[src/gepio_pkg.sv]
`default_nettype none
package gepio_pkg;
  // ==========================================================
  // register offsets (configuration space, function 0 only)
  localparam logic [2:0] GEPIO_FUNC0 = 3'h0;
  localparam logic [7:0] GEPIO_OFS_STATUS = 8'ha8;
  localparam logic [7:0] GEPIO_OFS_ENABLE = 8'haa;
  localparam logic [7:0] GEPIO_OFS_INPUT = 8'hac;
  localparam logic [7:0] GEPIO_OFS_OUTPUT = 8'hae;
  // ==========================================================
  // field positions in status and event_enable
  localparam int GEPIO_BIT_VID0 = 15;
  localparam int GEPIO_BIT_VID1 = 14;
  localparam int GEPIO_BIT_PWR = 11;
  localparam int GEPIO_BIT_VPP12 = 8;
  localparam int GEPIO_NUM_PINS = 5;
  // implemented bits: 15, 14, 11, 8 and 4..0
  localparam logic [15:0] GEPIO_EVENT_MASK = 16'hc91f;
  localparam logic [15:0] GEPIO_PIN_MASK = 16'h001f;
  // ==========================================================
  // reset values
  localparam logic [15:0] GEPIO_ENABLE_RST = 16'h0000;
  localparam logic [15:0] GEPIO_STATUS_RST = 16'h0000;
  localparam logic [15:0] GEPIO_OUTPUT_RST = 16'h0000;
  // synchroniser stages to fill before change detection is trusted
  localparam int GEPIO_PRIME_STAGES = 3;
endpackage : gepio_pkg
`default_nettype wire

[src/gepio_sync_if.sv]
`default_nettype none
interface gepio_sync_if;
  logic [4:0] raw;
  logic [4:0] level;
  logic [4:0] change;
  modport sync (input raw, output level, output change);
  modport user (output raw, input level, input change);
endinterface : gepio_sync_if
`default_nettype wire

[src/gepio_in_sync.sv]
`default_nettype none
module gepio_in_sync (
  input wire logic core_clk_i,
  input wire logic sys_rst_i,
  gepio_sync_if.sync pins
);
  import gepio_pkg::*;

  logic [4:0] meta_q;
  logic [4:0] sync_q;
  logic [4:0] prev_q;
  logic [GEPIO_PRIME_STAGES-1:0] prime_q;

  // ==========================================================
  // two-flop synchroniser; meta_q feeds sync_q only
  always_ff @(posedge core_clk_i) begin
    if (sys_rst_i) begin
      meta_q <= 5'h0;
      sync_q <= 5'h0;
      prev_q <= 5'h0;
    end else begin
      meta_q <= pins.raw;
      sync_q <= meta_q;
      prev_q <= sync_q;
    end
  end

  // no change is reported until the pipeline holds real pin levels,
  // otherwise every high pin would look like an edge after reset
  always_ff @(posedge core_clk_i) begin
    if (sys_rst_i) begin
      prime_q <= '0;
    end else begin
      prime_q <= {prime_q[GEPIO_PRIME_STAGES-2:0], 1'b1};
    end
  end

  assign pins.level = sync_q;
  assign pins.change = (sync_q ^ prev_q) & {5{prime_q[GEPIO_PRIME_STAGES-1]}};
endmodule : gepio_in_sync
`default_nettype wire

[src/gepio_top.sv]
`default_nettype none
// Functional notes
// - event output holds until status bit cleared
// - event output only if routed to pin
// - bit 15 enables socket 0 video change
// - bit 14 enables socket 1 video change
// - bit 11 enables socket power change event
// - bit 8 enables 12 V request change
// - bits 4..0 enable input pin changes
// - reserved enable bits read zero, ignore writes
// - input register reflects five pin levels
// - upper input and output bits read zero
// - output bits drive pins configured as outputs
// - output reads last written, resets to zero
// - writing one clears status, releases event
// - status sets regardless of enable bits
module gepio_top (
  input wire logic core_clk_i,
  input wire logic sys_rst_i,
  // configuration access, 16-bit word at even byte offset
  input wire logic [2:0] cfg_func_i,
  input wire logic [7:0] cfg_addr_i,
  input wire logic [1:0] cfg_be_i,
  input wire logic cfg_wr_i,
  input wire logic [15:0] cfg_wdata_i,
  input wire logic cfg_rd_i,
  output logic [15:0] cfg_rdata_o,
  output logic cfg_rvalid_o,
  // state of neighbouring socket registers, same clock
  input wire logic [1:0] video_port_on_bit_i,
  input wire logic [1:0] power_change_i,
  input wire logic [1:0] prog_volt_12v_req_i,
  // pins 5,4,2,1,0 in bits 4..0; mux configuration from terminal mux
  input wire logic [4:0] multipurpose_pin_i,
  output logic [4:0] multipurpose_pin_o,
  output logic [4:0] multipurpose_pin_oe_o,
  input wire logic [4:0] pin_is_input_i,
  input wire logic [4:0] pin_is_output_i,
  input wire logic event_pin_routed_i,
  output logic general_event_out_n_o
);
  import gepio_pkg::*;

  function automatic logic [15:0] byte_mask(input logic [1:0] be);
    byte_mask = {{8{be[1]}}, {8{be[0]}}};
  endfunction : byte_mask

  function automatic logic hit(input logic [2:0] func,
                               input logic [7:0] addr,
                               input logic [7:0] ofs);
    hit = (func == GEPIO_FUNC0) && (addr == ofs);
  endfunction : hit

  logic [15:0] enable_q;
  logic [15:0] status_q;
  logic [15:0] output_q;
  logic [15:0] status_set;
  logic [15:0] wmask;
  logic [1:0] video_prev_q;
  logic [1:0] vpp12_prev_q;
  logic event_n_q;
  logic wr_enable;
  logic wr_status;
  logic wr_output;

  gepio_sync_if pin_sync ();

  assign pin_sync.raw = multipurpose_pin_i;

  gepio_in_sync u_in_sync (
    .core_clk_i (core_clk_i),
    .sys_rst_i (sys_rst_i),
    .pins (pin_sync.sync)
  );

  // ==========================================================
  // write decode
  assign wmask = byte_mask(cfg_be_i);
  assign wr_enable = cfg_wr_i
                     && hit(cfg_func_i, cfg_addr_i, GEPIO_OFS_ENABLE);
  assign wr_status = cfg_wr_i
                     && hit(cfg_func_i, cfg_addr_i, GEPIO_OFS_STATUS);
  assign wr_output = cfg_wr_i
                     && hit(cfg_func_i, cfg_addr_i, GEPIO_OFS_OUTPUT);

  // ==========================================================
  // event enable
  always_ff @(posedge core_clk_i) begin
    if (sys_rst_i) begin
      enable_q <= GEPIO_ENABLE_RST;
    end else if (wr_enable) begin
      enable_q <= (enable_q & ~wmask)
                | (cfg_wdata_i & wmask & GEPIO_EVENT_MASK);
    end
  end

  // ==========================================================
  // event sources
  always_ff @(posedge core_clk_i) begin
    if (sys_rst_i) begin
      video_prev_q <= 2'h0;
      vpp12_prev_q <= 2'h0;
    end else begin
      video_prev_q <= video_port_on_bit_i;
      vpp12_prev_q <= prog_volt_12v_req_i;
    end
  end

  always_comb begin
    status_set = 16'h0000;
    status_set[GEPIO_BIT_VID0] =
      video_port_on_bit_i[0] ^ video_prev_q[0];
    status_set[GEPIO_BIT_VID1] =
      video_port_on_bit_i[1] ^ video_prev_q[1];
    status_set[GEPIO_BIT_PWR] = |power_change_i;
    status_set[GEPIO_BIT_VPP12] = |(prog_volt_12v_req_i ^ vpp12_prev_q);
    status_set[GEPIO_NUM_PINS-1:0] = pin_sync.change & pin_is_input_i;
  end

  // ==========================================================
  // status: set independent of enables, write one to clear;
  // a set in the clearing cycle wins so no event is lost
  always_ff @(posedge core_clk_i) begin
    if (sys_rst_i) begin
      status_q <= GEPIO_STATUS_RST;
    end else begin
      status_q <= ((status_q & ~(wr_status ? cfg_wdata_i & wmask : 16'h0000))
                | status_set) & GEPIO_EVENT_MASK;
    end
  end

  // ==========================================================
  // event output, active low, registered to stay glitch free
  always_ff @(posedge core_clk_i) begin
    if (sys_rst_i) begin
      event_n_q <= 1'b1;
    end else begin
      event_n_q <= !((|(status_q & enable_q))
                     && event_pin_routed_i);
    end
  end

  assign general_event_out_n_o = event_n_q;

  // ==========================================================
  // pin outputs
  always_ff @(posedge core_clk_i) begin
    if (sys_rst_i) begin
      output_q <= GEPIO_OUTPUT_RST;
    end else if (wr_output) begin
      output_q <= (output_q & ~wmask)
                | (cfg_wdata_i & wmask & GEPIO_PIN_MASK);
    end
  end

  assign multipurpose_pin_o = output_q[GEPIO_NUM_PINS-1:0];
  assign multipurpose_pin_oe_o = pin_is_output_i;

  // ==========================================================
  // read path: one cycle latency, unmapped or other function reads zero
  always_ff @(posedge core_clk_i) begin
    if (sys_rst_i) begin
      cfg_rdata_o <= 16'h0000;
      cfg_rvalid_o <= 1'b0;
    end else begin
      cfg_rvalid_o <= cfg_rd_i;
      if (!cfg_rd_i) begin
        cfg_rdata_o <= 16'h0000;
      end else if (hit(cfg_func_i, cfg_addr_i, GEPIO_OFS_STATUS)) begin
        cfg_rdata_o <= status_q;
      end else if (hit(cfg_func_i, cfg_addr_i, GEPIO_OFS_ENABLE)) begin
        cfg_rdata_o <= enable_q;
      end else if (hit(cfg_func_i, cfg_addr_i, GEPIO_OFS_INPUT)) begin
        cfg_rdata_o <= {11'h000, pin_sync.level};
      end else if (hit(cfg_func_i, cfg_addr_i, GEPIO_OFS_OUTPUT)) begin
        cfg_rdata_o <= output_q & GEPIO_PIN_MASK;
      end else begin
        cfg_rdata_o <= 16'h0000;
      end
    end
  end

  // ==========================================================
  // checks
  AST_EVENT_LEVEL: assert property (
    @(posedge core_clk_i) disable iff (sys_rst_i)
    ((|(status_q & enable_q)) && event_pin_routed_i)
    |=> !general_event_out_n_o)
    else $error("event output not asserted for pending enabled status");

  AST_EVENT_ROUTE: assert property (
    @(posedge core_clk_i) disable iff (sys_rst_i)
    !event_pin_routed_i |=> general_event_out_n_o)
    else $error("event output asserted while not routed to a pin");

  AST_EVENT_HOLD: assert property (
    @(posedge core_clk_i) disable iff (sys_rst_i)
  // a clear lands one edge after its strobe, so the strobe of the
  // previous cycle may still release the output legitimately
    (!general_event_out_n_o && event_pin_routed_i && !wr_status
     && !$past(wr_status) && $stable(enable_q))
    |=> !general_event_out_n_o)
    else $error("event output released without a status clear");

  AST_ENABLE_RSVD: assert property (
    @(posedge core_clk_i) disable iff (sys_rst_i)
    (enable_q & ~GEPIO_EVENT_MASK) == 16'h0000)
    else $error("reserved enable bit became set");

  AST_OTHER_FUNC: assert property (
    @(posedge core_clk_i) disable iff (sys_rst_i)
    (cfg_wr_i && cfg_func_i != GEPIO_FUNC0) |=> $stable(enable_q)
      && $stable(output_q))
    else $error("write from another function changed a register");

  AST_VIDEO0_SET: assert property (
    @(posedge core_clk_i) disable iff (sys_rst_i)
    $changed(video_port_on_bit_i[0]) |=> status_q[GEPIO_BIT_VID0])
    else $error("socket 0 video change did not set status");

  AST_VIDEO1_SET: assert property (
    @(posedge core_clk_i) disable iff (sys_rst_i)
    $changed(video_port_on_bit_i[1]) |=> status_q[GEPIO_BIT_VID1])
    else $error("socket 1 video change did not set status");

  AST_POWER_SET: assert property (
    @(posedge core_clk_i) disable iff (sys_rst_i)
    (|power_change_i) |=> status_q[GEPIO_BIT_PWR])
    else $error("power change did not set status");

  AST_VPP12_SET: assert property (
    @(posedge core_clk_i) disable iff (sys_rst_i)
    $changed(prog_volt_12v_req_i) |=> status_q[GEPIO_BIT_VPP12])
    else $error("12 V request change did not set status");

  AST_PIN_CHANGE: assert property (
    @(posedge core_clk_i) disable iff (sys_rst_i)
    (pin_sync.change[0] && pin_is_input_i[0]) |=> status_q[0])
    else $error("pin 0 change did not set status");

  AST_STATUS_CLEAR: assert property (
    @(posedge core_clk_i) disable iff (sys_rst_i)
    (wr_status && cfg_be_i[1] && cfg_wdata_i[GEPIO_BIT_PWR]
     && !(|power_change_i)) |=> !status_q[GEPIO_BIT_PWR])
    else $error("write one did not clear power status");

  AST_INPUT_READ: assert property (
    @(posedge core_clk_i) disable iff (sys_rst_i)
    (cfg_rd_i && hit(cfg_func_i, cfg_addr_i, GEPIO_OFS_INPUT))
    |=> cfg_rvalid_o && cfg_rdata_o == {11'h000, $past(pin_sync.level)})
    else $error("input register read wrong value");

  AST_OUTPUT_ECHO: assert property (
    @(posedge core_clk_i) disable iff (sys_rst_i)
    (wr_output && cfg_be_i[0]) |=>
      multipurpose_pin_o == $past(cfg_wdata_i[4:0]))
    else $error("written output value not driven to pins");
endmodule : gepio_top
`default_nettype wire

[config.mk]
export PLATFORM = sky130hd
export DESIGN_NAME = gepio_top
export DESIGN_NICKNAME = d
export VERILOG_FILES = /design/src/gepio_pkg.sv /design/src/gepio_sync_if.sv /design/src/gepio_in_sync.sv /design/src/gepio_top.sv
export SDC_FILE = /design/constraint.sdc
export NUM_CORES = 1
export LEC_CHECK = 0
export BUFFER_PORTS_ARGS = -buffer_cell sky130_fd_sc_hd__clkbuf_2
export CORE_ASPECT_RATIO = 0.6
export CORE_MARGIN = 2
export CORE_UTILIZATION = 47
export CTS_BUF_LIST = sky130_fd_sc_hd__clkbuf_2 sky130_fd_sc_hd__clkbuf_4 sky130_fd_sc_hd__clkbuf_8
export DETAILED_ROUTE_END_ITERATION = 6
export GPL_TIMING_DRIVEN = 0
export PLACE_DENSITY = 0.83
export SETUP_SLACK_MARGIN = 0.15
export SYNTH_ARGS = -nofsm -noshare
export SYNTH_HDL_FRONTEND = slang
export SYNTH_SLANG_ARGS = --single-unit
[constraint.sdc]
create_clock -name core_clk_i -period 1.2 [get_ports core_clk_i]
set_input_delay 0.12 -clock core_clk_i [delete_from_list [all_inputs] [get_ports core_clk_i]]
set_output_delay 0.12 -clock core_clk_i [all_outputs]
set_load 0.005 [all_outputs]
==> impl_metrics.yaml <==
final_layout:
  drive_gt1_share_pct: 35.7
  nets: 392
  n_antenna_cell: 0
  fillers: 464
  layoutNonFillerInstCount: 411
  area_delta_synth_final_pct: 31.9
worst_setup_path:
  startpoint_type: "register"
  cp_slowest_cell: "mux4_2"
  worstPathCellList: "mux4_2 -> nor2b_4"
  cp_slowest_stage_delay_ps: 460
  end_kind: "register"
  arrival_ps: 1290
  critPathMaxFanout: 3
  reg2reg_setup_slack_ps: 160
  cp.required_ps: 1450
  worstSetupPathType: "register to register"
clocking:
  cts_buffer_depth: 2
  clock_sinks: 70
  cts-buffers-inserted: 9
  clk_pin_slew_ps: 70
  clock_latency_ps: 350
  root_buffer: "clkbuf_8"
  htreeDepth: 3
  cts_tree: "built"
timing:
  timing.final.crit_share_pct: 86.4
  tightestPinTransition_ps: 564
  grt_setup_unrepaired: "yes"
  setup_viol_count_final: 0
  fmax_mhz: 965
  hold_viol_final: 0
  finalCriticalPeriod_ps: 1040
  tns_ps: 0
  finalMaxSlewViolations: 0
  max_slew_margin_pct: 62.4
  worst_slack_ps: 164
  finalClockSkew_ps: 6.62
detailed_routing:
  post_drt_wl_per_cell_um: 14.6
  wl_um: 6020
  vias: 2110
  route.antenna.remaining_nets: 0
  vias_per_cell: 5.13
  dr.pass1.iters: 4
  drc: 0
  drt-initial-drc-count: 126
synthesis:
  synth_cell_types: 35
  syn_area_mm2: 0.00265
  avgSynthCellArea_um2: 10.8
  syn_inst: 245
  synth_seq_area_share_pct: 52.8
  ys_ff_latch: 70
  synthesis.nets: 300
  ys_warn_count: 0
outcome:
  status: "finished clean"
placement:
  dpl.hpwl_um: 4260
  pre_cts_ws_ps: -214
  io_buffers: 69
  finalWeightedCongestion: 0.823
  dp.cells: 383
power:
  powerDensity_mw_per_mm2: 1460
  swShare_pct: 21.1
  clock_power_share_pct: 46.5
  p_int_mw: 4.03
  pwr-share-comb_pct: 6.5
  leakagePower_nw: 1.61
  switching_power_mw: 1.08
  ir_drop_v: 0.000708
  seq_power_share_pct: 46.9
die:
  chipWidth_um: 101
  fp.coreArea_mm2: 0.00552
  die-area_mm2: 0.00628
  pin_count: 83
  die_h_um: 62.2
  rows: 21
  initial_utilization_pct: 48.1
grt:
  grt_util_all_layers_pct: 19.8
  grt_max_degree: 13
  grt_pass1_wl_um: 9320
  grt.overflow.total: 0
  grt_pass1_vias: 1905
  antenna_found_initial: 0
worst_hold_path:
  hp-class: "input port to register"
run:
  maxCapViolCount: 0
repair_timing:
item | in CTS | in global routing
hold endpoints to repair | 8 | 0
pin swaps | 0 | 11
endpoints found under the setup margin | 8 | 29
hold buffers | 8 | 0
buffers inserted | 1 | 3
gates resized for setup | 6 | 10
through the flow:
| step | hold slack, ps | cell area [um2] | utilization (%) | total power [mW] |
|---|---|---|---|---|
| 6_report | 15.0 | 3500 | 63.4 | 5.11 |
| 5_1_grt | 10.8 | 3500 | 63.4 | 5.29 |
| 4_1_cts | 5.14 | 3440 | 62.3 | 5.13 |
| 3_5_place_dp | 332 | 3090 | 56.0 | 2.75 |
| 3_3_place_gp | 332 | 3090 | 56.0 | 2.74 |
| 2_1_floorplan | 203 | 2660 | - | 2.61 |
cells in the mapped netlist (all sizes together):
cell type   n  area (um2)
dfxtp      70        1400
nor2b      27         169
nand2      23        86.3
mux2i      18         180
a31oi      12        75.1
buf        10        68.8
xor2        9        78.8
inv         8        30.0
nor2        8        30.0
and2        7        43.8
clkbuf      7        27.5
a211oi      5        37.5
and4        5        47.6
mux4        5         113
nor3b       5        37.5
nand4       4        46.3
nor4bb      4        40.0
and3        3        18.8
a21oi       2        10.0
a22oi       2        15.0
and4b       2        20.0
o21ai       2        10.0
o31ai       2        15.0
a222oi      1        10.0
a22o        1        8.76
nand3       1        5.00
nor4        1        21.3
o211ai      1        7.51
critical path: cells and delay by family, from the launching register on:
family / cells / cell delay, ps
DFF: 1 / 340
muxes: 1 / 460
and+or+nand+nor: 1 / 140
metal layers:
layer / part of all wire [%] / wire length [um] / vias up / GRT usage (%)
met1: 45 / 2710 / 986 / 26.7
met3: 9.5 / 571 / 11 / 9.68
met5: 0 / 0 / - / 0
met4: 1.2 / 70 / 0 / 6.42
met2: 44 / 2670 / 78 / 27.8
li1: - / - / 1035 / -
path summary, 6_finish.rpt:
path | from | endpoint | depth (start not counted)
worst max-delay path | register | cfg_rdata_o[3] | 2
worst min-delay path | video_port_on_bit_i[0] | video_prev_q[0] | 2
worst max register to register | register | cfg_rdata_o[3] | 2
worst min register to register | u_in_sync.prime_q[1] | u_in_sync.prime_q[2] | 1
power by group through the flow:
stage | clock [mW] | combinational [mW] | sequential (mW)
2_1_floorplan | 0 | 0.169 | 2.44
3_3_place_gp | 0 | 0.295 | 2.45
3_5_place_dp | 0 | 0.304 | 2.45
4_1_cts | 2.41 | 0.326 | 2.40
6_report | 2.38 | 0.335 | 2.40
5_1_grt | 2.52 | 0.369 | 2.40
cell type report:
| class | instances | area (um2) | share of cell area [%] |
|---|---|---|---|
| buffer | 17 | 105 | 3.00 |
| clock buffer | 11 | 151 | 4.32 |
| clock inverter | 5 | 105 | 3.00 |
| inverter | 8 | 30.0 | 0.858 |
| multi-input combinational | 150 | 1140 | 32.6 |
| sequential | 70 | 1410 | 40.4 |
| tap | 69 | 86.3 | 2.47 |
| timing repair buffer | 81 | 468 | 13.4 |
cells in the final DEF (no fill, tap or decap), types with 7 or more instances in the layout:
master | synthesis | layout
clkbuf_2 | 1 | 69
dfxtp_1 | 70 | 60
nor2b_1 | 27 | 26
nand2_1 | 23 | 23
mux2i_1 | 18 | 18
a31oi_1 | 12 | 12
buf_4 | 6 | 11
clkbuf_8 | 0 | 11
dfxtp_2 | 0 | 10
inv_1 | 8 | 8
nor2_1 | 8 | 8
xor2_1 | 9 | 8
dlygate4sd3_1 | 0 | 8
and2_1 | 7 | 7
cells by family (layout without fill, tap and decap cells):
family	Yosys count	count (layout)	synth area share, %
flops	70	70	52.8
compound gates	28	28	7.12
xor+xnor	9	9	2.97
mux	23	23	11.0
buf+inv	25	122	4.76
simple gates	90	90	21.3
Note: power is estimated with default switching activity, not from simulation.
